===== src/pd_regs.svh =====
// Bit positions, reset values and timing counts for the power-down and reset control block.
`ifndef PD_REGS_SVH
`define PD_REGS_SVH

// Command register layout.
`define CMD_CODE_LSB      0
`define CMD_CODE_W        4
`define CMD_SLEEP_BIT     4
`define CMD_KICK_BIT      5
`define CMD_IDLE          4'h0

// Antenna control register layout.
`define ANT_EN1_BIT       0
`define ANT_EN2_BIT       1
`define ANT_RESET         8'h00

// Status readback layout.
`define STAT_READY_BIT    0
`define STAT_SOFT_BIT     1
`define STAT_WAKE_BIT     2

// Timing figures.
`define PD_CLK_PERIOD_NS  5
`define PD_SPIKE_NS       10
`define PD_STARTUP_CLOCKS 1024
`define PD_WAKE_CLOCKS    1024

`endif


===== src/pd_pkg.sv =====
// Types shared by the power-down and reset control block.
`default_nettype none

package pd_pkg;

  // Power state of the device.
  typedef enum logic [2:0] {
    ST_HARD_PD,
    ST_OSC_WAIT,
    ST_STARTUP,
    ST_ACTIVE,
    ST_SOFT_PD,
    ST_WAKE
  } pwr_state_t;

  typedef logic [7:0] reg_byte_t;

endpackage : pd_pkg

`default_nettype wire


===== src/reset_spike_filter.sv =====
// Spike filter that passes a level change only after it has persisted.
`default_nettype none

module reset_spike_filter #(
  parameter int MIN_CYCLES = 2
) (
  input  wire logic clk,
  input  wire logic resetn,
  input  wire logic pin,
  output logic      level
);

  localparam int CW = $clog2(MIN_CYCLES + 1);

  logic          level_q;
  logic          level_d;
  logic [CW-1:0] run_q;
  logic [CW-1:0] run_d;

  if (MIN_CYCLES < 1)
  begin : g_chk
    $error("reset_spike_filter needs MIN_CYCLES of at least one");
  end

  // A differing pin value must stand MIN_CYCLES cycles before the output follows.
  always_comb
  begin
    level_d = level_q;
    run_d   = '0;
    if (pin != level_q)
    begin
      if (run_q == CW'(MIN_CYCLES - 1))
      begin
        level_d = pin;
      end
      else
      begin
        run_d = run_q + 1'b1;
      end
    end
  end

  // Reset starts in the power-down level so the device comes up through start-up.
  always_ff @(posedge clk or negedge resetn)
  begin
    if (!resetn)
    begin
      level_q <= 1'b0;
      run_q   <= '0;
    end
    else
    begin
      level_q <= level_d;
      run_q   <= run_d;
    end
  end

  assign level = level_q;

endmodule : reset_spike_filter

`default_nettype wire


===== src/startup_delay_counter.sv =====
// Cycle counter that flags the last cycle of a fixed delay.
`default_nettype none

module startup_delay_counter #(
  parameter int COUNT = 1024
) (
  input  wire logic clk,
  input  wire logic resetn,
  input  wire logic clear,
  input  wire logic run,
  output logic      done
);

  localparam int CW = $clog2(COUNT + 1);

  logic [CW-1:0] cnt_q;
  logic [CW-1:0] cnt_d;

  if (COUNT < 1)
  begin : g_chk
    $error("startup_delay_counter needs COUNT of at least one");
  end

  // Done marks the COUNT-th running cycle; the count holds there until cleared.
  assign done = run && (cnt_q == CW'(COUNT - 1));

  always_comb
  begin
    cnt_d = cnt_q;
    if (clear)
    begin
      cnt_d = '0;
    end
    else if (run && !done)
    begin
      cnt_d = cnt_q + 1'b1;
    end
  end

  always_ff @(posedge clk or negedge resetn)
  begin
    if (!resetn)
    begin
      cnt_q <= '0;
    end
    else
    begin
      cnt_q <= cnt_d;
    end
  end

endmodule : startup_delay_counter

`default_nettype wire


===== src/power_down_reset_control.sv =====
// Power-down, reset filtering and start-up control of the reader front end.
`include "pd_regs.svh"
`default_nettype none

module power_down_reset_control #(
  parameter int PAD_W          = 4,
  parameter int IN_W           = 4,
  parameter int STARTUP_CLOCKS = `PD_STARTUP_CLOCKS,
  parameter int WAKE_CLOCKS    = `PD_WAKE_CLOCKS
) (
  input  wire logic             clk,
  input  wire logic             resetn,
  input  wire logic             power_down_reset_n,
  input  wire logic             clock_stable,
  input  wire logic             host_wr_command,
  input  wire logic             host_wr_antenna,
  input  wire pd_pkg::reg_byte_t host_wdata,
  input  wire logic             command_done,
  input  wire logic [IN_W-1:0]  pad_in,
  input  wire logic [PAD_W-1:0] pad_out_core,
  output pd_pkg::reg_byte_t     command_readback,
  output pd_pkg::reg_byte_t     antenna_readback,
  output pd_pkg::reg_byte_t     status_readback,
  output logic                  host_ready,
  output logic                  osc_enable,
  output logic                  osc_buffer_enable,
  output logic                  current_sinks_on,
  output logic                  input_isolate,
  output logic [IN_W-1:0]       pad_in_core,
  output logic [PAD_W-1:0]      pad_out,
  output logic                  antenna_drivers_on,
  output logic                  core_kick
);

  import pd_pkg::*;

  // Least time rounds up to whole cycles of the 200 MHz clock.
  localparam int SPIKE_CYCLES =
    (`PD_SPIKE_NS + `PD_CLK_PERIOD_NS - 1) / `PD_CLK_PERIOD_NS;

  if (PAD_W < 1 || IN_W < 1)
  begin : g_chk
    $error("power_down_reset_control needs at least one pad of each kind");
  end

  pwr_state_t               state_q;
  pwr_state_t               state_d;
  logic                     sleep_q;
  logic                     sleep_d;
  logic [`CMD_CODE_W-1:0]   cmd_q;
  logic [`CMD_CODE_W-1:0]   cmd_d;
  reg_byte_t                ant_q;
  reg_byte_t                ant_d;
  logic                     kick_q;
  logic                     kick_d;
  logic [PAD_W-1:0]         pad_q;
  logic [PAD_W-1:0]         pad_d;
  logic                     pin_ok;
  logic                     hard_pd;
  logic                     host_ok;
  logic                     wr_cmd;
  logic                     wr_ant;
  logic                     st_clear;
  logic                     st_run;
  logic                     st_done;
  logic                     wk_clear;
  logic                     wk_run;
  logic                     wk_done;
  logic [15:0]              len_q; // Cycles spent in the current state, for the checks.
  logic [15:0]              len_d;

  // The pin passes the spike filter before it can start a hard power-down.
  reset_spike_filter #(
    .MIN_CYCLES (SPIKE_CYCLES)
  ) u_filter (
    .clk    (clk),
    .resetn (resetn),
    .pin    (power_down_reset_n),
    .level  (pin_ok)
  );

  startup_delay_counter #(
    .COUNT (STARTUP_CLOCKS)
  ) u_startup (
    .clk    (clk),
    .resetn (resetn),
    .clear  (st_clear),
    .run    (st_run),
    .done   (st_done)
  );

  startup_delay_counter #(
    .COUNT (WAKE_CLOCKS)
  ) u_wake (
    .clk    (clk),
    .resetn (resetn),
    .clear  (wk_clear),
    .run    (wk_run),
    .done   (wk_done)
  );

  // Host strobes count only once the device answers; inputs stay live in soft power-down.
  assign hard_pd = !pin_ok;
  assign host_ok = (state_q == ST_ACTIVE) || (state_q == ST_SOFT_PD) || (state_q == ST_WAKE);
  assign wr_cmd  = host_wr_command && host_ok && !hard_pd;
  assign wr_ant  = host_wr_antenna && (state_q == ST_ACTIVE) && !hard_pd;

  // Power sequencing; hard power-down overrides everything and returns the registers to reset.
  always_comb
  begin
    state_d  = state_q;
    sleep_d  = sleep_q;
    cmd_d    = cmd_q;
    ant_d    = ant_q;
    kick_d   = 1'b0;
    st_clear = 1'b0;
    st_run   = 1'b0;
    wk_clear = 1'b0;
    wk_run   = 1'b0;
    if (hard_pd)
    begin
      state_d  = ST_HARD_PD;
      sleep_d  = 1'b0;
      cmd_d    = `CMD_IDLE;
      ant_d    = `ANT_RESET;
      st_clear = 1'b1;
      wk_clear = 1'b1;
    end
    else
    begin
      unique case (state_q)
        ST_HARD_PD:
        begin
          state_d = ST_OSC_WAIT;
        end
        ST_OSC_WAIT:
        begin
          st_clear = 1'b1;
          if (clock_stable)
          begin
            state_d = ST_STARTUP;
          end
        end
        ST_STARTUP:
        begin
          // A clock that drops out restarts the whole delay.
          if (!clock_stable)
          begin
            state_d = ST_OSC_WAIT;
          end
          else
          begin
            st_run = 1'b1;
            if (st_done)
            begin
              state_d = ST_ACTIVE;
            end
          end
        end
        ST_ACTIVE:
        begin
          wk_clear = 1'b1;
          // Hardware returns the command to idle; a host write in the same cycle wins.
          if (command_done)
          begin
            cmd_d = `CMD_IDLE;
          end
          if (wr_cmd)
          begin
            cmd_d  = host_wdata[`CMD_CODE_LSB +: `CMD_CODE_W];
            kick_d = host_wdata[`CMD_KICK_BIT];
            if (host_wdata[`CMD_SLEEP_BIT])
            begin
              sleep_d = 1'b1;
              state_d = ST_SOFT_PD;
            end
          end
          if (wr_ant)
          begin
            ant_d = host_wdata;
          end
        end
        ST_SOFT_PD:
        begin
          wk_clear = 1'b1;
          if (wr_cmd && !host_wdata[`CMD_SLEEP_BIT])
          begin
            state_d = ST_WAKE;
          end
        end
        ST_WAKE:
        begin
          // The sleep bit keeps reading one until the count has run out.
          if (wr_cmd && host_wdata[`CMD_SLEEP_BIT])
          begin
            wk_clear = 1'b1;
            state_d  = ST_SOFT_PD;
          end
          else
          begin
            wk_run = 1'b1;
            if (wk_done)
            begin
              sleep_d = 1'b0;
              state_d = ST_ACTIVE;
            end
          end
        end
      endcase
    end
    len_d = (state_d == state_q) ? len_q + 16'h0001 : 16'h0000;
  end

  // Output pins follow the core only while active; otherwise they hold.
  always_comb
  begin
    pad_d = pad_q;
    if (state_q == ST_ACTIVE && !hard_pd)
    begin
      pad_d = pad_out_core;
    end
  end

  // Register contents are untouched by soft power-down; a hard power-down returns them all to reset.
  always_ff @(posedge clk or negedge resetn)
  begin
    if (!resetn)
    begin
      state_q <= ST_HARD_PD;
      sleep_q <= 1'b0;
      cmd_q   <= `CMD_IDLE;
      ant_q   <= `ANT_RESET;
      kick_q  <= 1'b0;
      pad_q   <= '0;
      len_q   <= '0;
    end
    else
    begin
      state_q <= state_d;
      sleep_q <= sleep_d;
      cmd_q   <= cmd_d;
      ant_q   <= ant_d;
      kick_q  <= kick_d;
      pad_q   <= pad_d;
      len_q   <= len_d;
    end
  end

  // Readback: the kick bit is write-only, status bits come from the state alone.
  always_comb
  begin
    command_readback                                   = '0;
    command_readback[`CMD_CODE_LSB +: `CMD_CODE_W]      = cmd_q;
    command_readback[`CMD_SLEEP_BIT]                    = sleep_q;
    command_readback[`CMD_KICK_BIT]                     = 1'b0;
    status_readback                                    = '0;
    status_readback[`STAT_READY_BIT] = (state_q == ST_ACTIVE);
    status_readback[`STAT_SOFT_BIT]  = (state_q == ST_SOFT_PD) || (state_q == ST_WAKE);
    status_readback[`STAT_WAKE_BIT]  = (state_q == ST_WAKE);
  end

  // Power controls. Inputs are clamped low in hard power-down so floating pads cannot toggle logic.
  assign antenna_readback   = ant_q;
  assign host_ready         = (state_q == ST_ACTIVE);
  assign osc_enable         = (state_q != ST_HARD_PD);
  assign osc_buffer_enable  = (state_q != ST_HARD_PD) && (state_q != ST_SOFT_PD);
  assign current_sinks_on   = osc_buffer_enable;
  assign input_isolate      = hard_pd || (state_q == ST_HARD_PD);
  assign pad_in_core        = input_isolate ? '0 : pad_in;
  assign pad_out            = pad_q;
  assign antenna_drivers_on = ant_q[`ANT_EN1_BIT] && ant_q[`ANT_EN2_BIT]
                              && (state_q == ST_ACTIVE);
  assign core_kick          = kick_q;

  hard_osc_a: assert property (@(posedge clk) disable iff (!resetn)
    hard_pd |=> !osc_enable && !current_sinks_on) else $error("osc on in hard pd");
  clamp_in_a: assert property (@(posedge clk) disable iff (!resetn)
    hard_pd |-> input_isolate && pad_in_core == '0) else $error("inputs not clamped");
  freeze_out_a: assert property (@(posedge clk) disable iff (!resetn)
    state_q == ST_HARD_PD |=> $stable(pad_out)) else $error("pads moved in hard pd");
  soft_entry_a: assert property (@(posedge clk) disable iff (!resetn)
    state_q == ST_ACTIVE && wr_cmd && host_wdata[`CMD_SLEEP_BIT]
    |=> !osc_buffer_enable) else $error("soft pd not entered");
  soft_pins_a: assert property (@(posedge clk) disable iff (!resetn)
    state_q == ST_SOFT_PD && !hard_pd |-> !input_isolate ##1 $stable(pad_out))
    else $error("pins disturbed in soft pd");
  soft_keep_a: assert property (@(posedge clk) disable iff (!resetn)
    state_q == ST_SOFT_PD && !hard_pd |=> $stable(ant_q) && $stable(cmd_q))
    else $error("registers lost in soft pd");
  wake_len_a: assert property (@(posedge clk) disable iff (!resetn)
    state_q == ST_WAKE && state_d == ST_ACTIVE |-> len_q == 16'(WAKE_CLOCKS - 1))
    else $error("wake delay wrong");
  sleep_read_a: assert property (@(posedge clk) disable iff (!resetn)
    (state_q == ST_SOFT_PD || state_q == ST_WAKE) |-> command_readback[`CMD_SLEEP_BIT])
    else $error("sleep bit cleared early");
  ant_off_a: assert property (@(posedge clk) disable iff (!resetn)
    !(ant_q[`ANT_EN1_BIT] && ant_q[`ANT_EN2_BIT]) |-> !antenna_drivers_on)
    else $error("antenna on with enable low");
  spike_reject_a: assert property (@(posedge clk) disable iff (!resetn)
    pin_ok && power_down_reset_n ##1 !power_down_reset_n ##1 power_down_reset_n
    |=> pin_ok) else $error("spike passed filter");
  startup_len_a: assert property (@(posedge clk) disable iff (!resetn)
    state_q == ST_STARTUP && state_d == ST_ACTIVE |-> len_q == 16'(STARTUP_CLOCKS - 1))
    else $error("startup delay wrong");
  ctrl_hold_a: assert property (@(posedge clk) disable iff (!resetn)
    !wr_ant && !hard_pd |=> $stable(ant_q)) else $error("control bits changed");
  cmd_done_a: assert property (@(posedge clk) disable iff (!resetn)
    state_q == ST_ACTIVE && command_done && !wr_cmd && !hard_pd |=> cmd_q == `CMD_IDLE)
    else $error("command not returned to idle");

endmodule : power_down_reset_control

`default_nettype wire


===== config.mk =====
export PLATFORM = sky130hd
export DESIGN_NAME = power_down_reset_control
export DESIGN_NICKNAME = d
export VERILOG_FILES = /design/src/pd_pkg.sv /design/src/reset_spike_filter.sv /design/src/startup_delay_counter.sv /design/src/power_down_reset_control.sv
export VERILOG_INCLUDE_DIRS = /design/src
export SDC_FILE = /design/constraint.sdc
export NUM_CORES = 1
export LEC_CHECK = 0
export BUFFER_PORTS_ARGS = -buffer_cell sky130_fd_sc_hd__buf_4
export CAP_MARGIN = 0
export CORE_UTILIZATION = 47
export DETAILED_ROUTE_END_ITERATION = 8
export GPL_TIMING_DRIVEN = 0
export HOLD_SLACK_MARGIN = 0.15
export MAX_ROUTING_LAYER = met4
export PLACE_DENSITY_LB_ADDON = 0.25
export SETUP_SLACK_MARGIN = 0.5
export SLEW_MARGIN = 10
export SYNTH_ARGS = -nofsm -noshare
export SYNTH_HDL_FRONTEND = slang
export SYNTH_SLANG_ARGS = --single-unit
export TNS_END_PERCENT = 10

===== constraint.sdc =====
create_clock -name clk -period 2 [get_ports clk]
set_input_delay 0.4 -clock clk [delete_from_list [all_inputs] [get_ports clk]]
set_output_delay 0.4 -clock clk [all_outputs]
set_load 0.01 [all_outputs]

Yosys cells after proc, flatten, opt, wreduce, memory -nomap -nowiden

Cells that the tools add are included.

Output and inout port bits: 39
Logic and storage cells: 111
Register bits after elaboration: 46

$add $sub $neg: 3
Reductions and logical operators: 32
Eq/ne operators: 22
Multiplexer cells: 44

Operator list:

| cell                                                               | count |
|---|---|
| 11-bit two-way mux                                                 | 4 |
| 3-bit two-way mux                                                  | 9 |
| 8-bit two-way mux                                                  | 3 |
| 3-bit != test (second input constant)                              | 8 |
| 11-bit by 1-bit adder with 11-bit output (second input constant)   | 2 |
| 11-bit by 10-bit == test with 1-bit output (second input constant) | 2 |
| 4-bit two-way mux                                                  | 5 |
| 1-bit two-way mux                                                  | 18 |
| 3-bit case mux with 6 select lines                                 | 1 |
| 1-bit logical AND                                                  | 14 |
| 4-bit by 3-bit != test with 1-bit output (second input constant)   | 2 |
| 3-bit by 2-bit == test with 1-bit output (second input constant)   | 2 |
| 3-bit == test (second input constant)                              | 2 |
| 2-bit AND reduction                                                | 3 |
| 6-bit AND reduction                                                | 1 |
| 5-bit AND reduction                                                | 1 |
| 1-bit zero test                                                    | 4 |
| 1-bit logical OR                                                   | 4 |
| 2-bit two-way mux                                                  | 2 |
| 2-bit != test (second input constant)                              | 2 |
| 1-bit case mux with 2 select lines                                 | 2 |
| 2-bit nonzero test                                                 | 2 |
| 3-bit by 1-bit == test with 1-bit output (second input constant)   | 1 |
| 3-bit zero test                                                    | 1 |
| 6 further kinds                                                    | 6 |

Depth between registers and ports, before layout

Depth in word-level cells: 14
Depth in mapped cells: 7
Depth with buffers taken out: 6

By module

Synthesis repeated with hierarchy kept, for this count alone.

Cells, all modules: 287
Area total of the unflattened synthesis: 2803.9 um2

Modules (own cells, without submodules):

| module                   | area an instance (um2) | times used | cells an instance |
|---|---|---|---|
| startup_delay_counter    | 738.2                  | 2          | 73 |
| power_down_reset_control | 1203.7                 | 1          | 133 |
| reset_spike_filter       | 123.9                  | 1          | 8 |

Worst setup path after synthesis

OpenSTA, ideal clock, no wires.

Kind: reg-to-reg
Start: register u_startup.cnt_q[0]
End: register state_q[2]
Cell stages (with the launch flop): 7
Required time: 1.872 ns
Setup slack: -0.063 ns
Library setup time: 0.128 ns
Arrival time: 1.936 ns
Buffers on the path: 0
Path through: dfrtp_1 -> ha_1 -> nand4_2 -> nor4_4 -> nor2_4 -> a311oi_2 -> mux2_1

Longest elaborated chain between the ends: 4

Ends and longest elaborated chain:

| element                                                   | line                            | RTL |
|---|---|---|
| start: declaration                                        | startup_delay_counter.sv:16     | `logic [CW-1:0] cnt_q;` |
| start signal: assignment                                  | startup_delay_counter.sv:48     | `cnt_q <= cnt_d;` |
| 11-bit by 10-bit == test with 1-bit output                | startup_delay_counter.sv:25     | `assign done = run && (cnt_q == CW'(COUNT - 1));` |
| 1-bit logical AND                                         | startup_delay_counter.sv:25     |  |
| 4-bit by 3-bit != test with 1-bit output (no source line) | n/a                             |  |
| 6-bit AND reduction (no source line)                      | n/a                             |  |
| end signal: assignment                                    | power_down_reset_control.sv:239 | `state_q <= state_d;` |
| end: declaration                                          | power_down_reset_control.sv:46  | `pwr_state_t state_q;` |

No other way between the ends.
A chain may end at the register's enable or synchronous reset.

Final worst setup path

Start: register state_q[2]
End: output port pad_in_core[2]

Longest elaborated chain between the ends: 3

Ends and longest elaborated chain:

| element           | line                            | RTL |
|---|---|---|
| 3-bit zero test   | power_down_reset_control.sv:268 | `assign input_isolate = hard_pd \|\| (state_q == ST_HARD_PD);` |
| 1-bit logical OR  | power_down_reset_control.sv:268 |  |
| 4-bit two-way mux | power_down_reset_control.sv:269 | `assign pad_in_core = input_isolate ? '0 : pad_in;` |
| end: declaration  | power_down_reset_control.sv:29  | `output logic [IN_W-1:0] pad_in_core,` |

No other way between the ends.

==> results by group <==
Cells and area
  • Most common cell after layout, fill and taps aside: buf_4
  • Cell area after layout: approximately 0.0035 mm^2
  • Layout cells sized above 1: 44.5%
  • Layout fillers: about 380
  • Most frequent cells in the layout: buf_4 (65), dfrtp_1 (41), nand2_1 (29)
  • Number of diodes: 0
  • Area delta synth->final: 44.5%
  • Nets@finish: around 350
  • Final Non-Filler Cells: between 300 and 400

Setup path
  • Slowest stage cell, crit path: dfrtp_1
  • Delay of the slowest critical-path stage: roughly 0.43 ns
  • RR Endpoint: state_q[2]$_DFFE_PN0P_
  • Critical Path AT: between 1.5 and 2 ns
  • Crit-path leading delay family: simple AND/OR/NAND/NOR gates
  • Worst path required time: 1.60 ns
  • CP Cell Sequence: buf_8 > or3_4 > and3_4 > buf_6
  • Crit-path max FO: 6
  • R2R Setup Slk: ~0.0058 ns
  • Worst reg2reg startpoint: state_q[2]$_DFFE_PN0P_
  • CP Launch Type: flip-flop
  • CP Capture Type: output port
  • Critical path buffers and inverters: 2
  • R2R depth: 6
  • WS Path Type: reg2out

Routing
  • Drt wl/cell: between 10 and 15 um
  • Vias post-DR: between 2000 and 2500
  • Pre-Repair DR Iteration Count: 4
  • ANT nets after route: 0
  • Drt total wl: slightly below 6 mm
  • # DRC: 0
  • Detailed Route Iter0 Violations: about 130
  • Via-to-Cell Ratio: ~5.3

Yosys
  • Top cell type's share of synthesized area: 47.9%
  • Simple-Gate Fraction of Synth Area: roughly 25%
  • Synthesized instance count: around 250
  • Library cells used by synthesis: 44
  • Register area share after synthesis: between 40% and 50%
  • Mapped cell area: about 0.0024 mm^2
  • Ys async rst share: 100%
  • Synth top area cells: dfrtp_1 (48%), xnor2_1 (6.6%), nand2_1 (4.8%)
  • Post-synth top area cell: dfrtp_1
  • Avg Synthesized Cell Area: ~9.7 um^2
  • Compound-Gate Fraction of Synth Area: under 10%
  • Synthesis warning total: 0
  • Mux cell area share after synthesis: 3.23%
  • Yosys reg bits: 46
  • Post-synthesis adder-cell area fraction: just under 2%
  • Largest family of logic cells by synthesized area: simple AND/OR/NAND/NOR gates
  • Predominant post-synthesis flop cell: dfrtp_1
  • Number of synthesized flops with an enable pin: 0
  • Xor/xnor share of the synthesized area: under 10%

Timing
  • Endpoints failing setup: 0
  • Minimum clock period: between 1.5 and 2 ns
  • Worst slew pin tran: 0.582 ns
  • Clock Skews: 0.00818 ns
  • RSZ-0062 raised after global routing: true
  • Final hold violations: 0
  • Max Slew Vio Count: 0
  • Final Cycle Share: roughly 100%
  • Headroom to the max-slew limit: between 60% and 70%
  • Maximum clock frequency: 501 MHz

Hold path
  • HP Start: pad_out_core[1]
  • Worst Hold Path Cells: 2
  • Sink of the worst hold path: pad_out[1]$_DFFE_PN0P_
  • Hold Path Class: in2reg

GRT
  • Via count of the first global-routing pass: about 1900
  • All-layer global routing usage: 21.4%
  • Initial antenna violation count: 0
  • Largest net degree at the start of global routing: 47
  • Gr ovfl total: 0
  • Global-route wire length before repair: about 8.5 mm

Floorplan
  • Io pins: 62
  • Num rows: 25
  • Die area: 0.00540 mm^2
  • Chip Width: about 73 um
  • Die Y: 73.5 um
  • Area of the core: roughly 0.0048 mm^2
  • Initial core utilization: roughly half

Clock network
  • CTS tree: built
  • Clock root buffer: clkbuf_8
  • Clock Sinks: between 40 and 50
  • Clock Latency Late Sink: ~0.30 ns
  • Cts bufs inserted: 5
  • Htree depth: 2
  • Clock transition at the registers of the reported paths: ~0.08 ns
  • Worst-case clock buffer depth: 2

Place
  • Placed cell count: 375
  • Placed Area: ~0.0030 mm^2
  • GP Congestion: around 0.84
  • Dpl hpwl: 3.62 mm
  • Buffers on Ports: 53

Power
  • Pwr dens: roughly 840 mW/mm^2
  • Pleak: 1.45 nW
  • Peak VDD IR: approximately 0.80 mV

Outcome
  • Status: finished, final reports clean

Job
  • Max-cap violation count: 0
==> report_power, final <==
group | switching [mW] | total (mW) | internal (mW)
combinational | 0.573 | 1.08 | 0.510
sequential | 0.101 | 1.13 | 1.02
clock | 0.311 | 0.711 | 0.400
total | 0.985 | 2.92 | 1.93
==> kinds of logic after synthesis <==
family          count (synthesis)
other cells                     1
compound gates                 33
fa+ha+maj                       4
xor+xnor                       18
simple gates                  111
flops                          46
mux                             7
buf+inv                        28
==> sequential cells by signal (all words and copies together), names as in the netlist, 2 cells and up <==
register          count
antenna_readback      8
u_wake.cnt_q         11
pad_out               4
u_startup.cnt_q      11
u_filter.run_q        2
cmd_q                 4
state_q               3
==> worst max-delay path by stage <==
stage	cells after the start	to	startpoint	slack, ns
after CTS	5	input_isolate	state_q[2]$_DFFE_PN0P_	0.02
final	4	pad_in_core[2]	state_q[2]$_DFFE_PN0P_	0.006
after global placement	6	state_q[2]$_DFFE_PN0P_	u_startup.cnt_q[0]$_DFFE_PN0P_	-0.19
after global routing	5	state_q[2]$_DFFE_PN0P_	u_wake.cnt_q[2]$_DFFE_PN0P_	-0.07
after detailed placement	6	state_q[2]$_DFFE_PN0P_	u_startup.cnt_q[0]$_DFFE_PN0P_	-0.23
after floorplan	6	state_q[2]$_DFFE_PN0P_	u_startup.cnt_q[1]$_DFFE_PN0P_	0.01
==> synthesized netlist by cell type (all sizes together) (2+ instances only) <==
cell type and count:
nor3b 4, nor4 11, o21ai 4, o31ai 3, nand4 4, or3 2
nor2 28, nand3 8, xnor2 18, and3 7, nand2 31, a22oi 4
clkbuf 9, ha 3, a31oi 2, a32oi 2, and2 3, a21oi 14
inv 7, mux2 6, nor3 7, nor4b 2, buf 12, dfrtp 46
==> layer usage <==
metal	GRT usage (%)	share of wire [%]
met5	-	0
met4	7.26	1.7
met3	5.35	3.4
met2	33.4	50
met1	27.3	45
==> cell type report <==
type	count	area, um^2	area share [%]
flip-flops and latches	46	1160	33.3
well taps	67	83.8	2.41
multi-input cells	181	1390	39.9
repair buffers	66	529	15.2
plain buffers	21	176	5.08
clock buffers	6	82.6	2.38
inverters	7	26.3	0.757
clock inverters	1	30.0	0.865
==> stage by stage <==
stage                     util (%)  total power, mW  setup WS (ns)  setup TNS [ns]  hold WS [ns]
after floorplan                  -             1.66         0.0116               0         0.104
after global placement        61.8             2.03         -0.191          -0.194         0.435
after detailed placement      61.8             2.05         -0.232          -0.290         0.441
after CTS                     66.6             2.85         0.0162               0         0.324
after global routing          72.1             3.09        -0.0720          -0.182         0.319
final                         72.1             2.92        0.00580               0         0.330
==> what timing repair did <==
action | in CTS | in global routing
pin swaps | 8 | 20
setup endpoints to repair | 56 | 56
hold buffers | 1 | 0
gates resized for setup | 16 | 60
buffers inserted | 6 | 6
endpoints found under the hold margin | 46 | 0
Power figures use the tool's default switching activity.
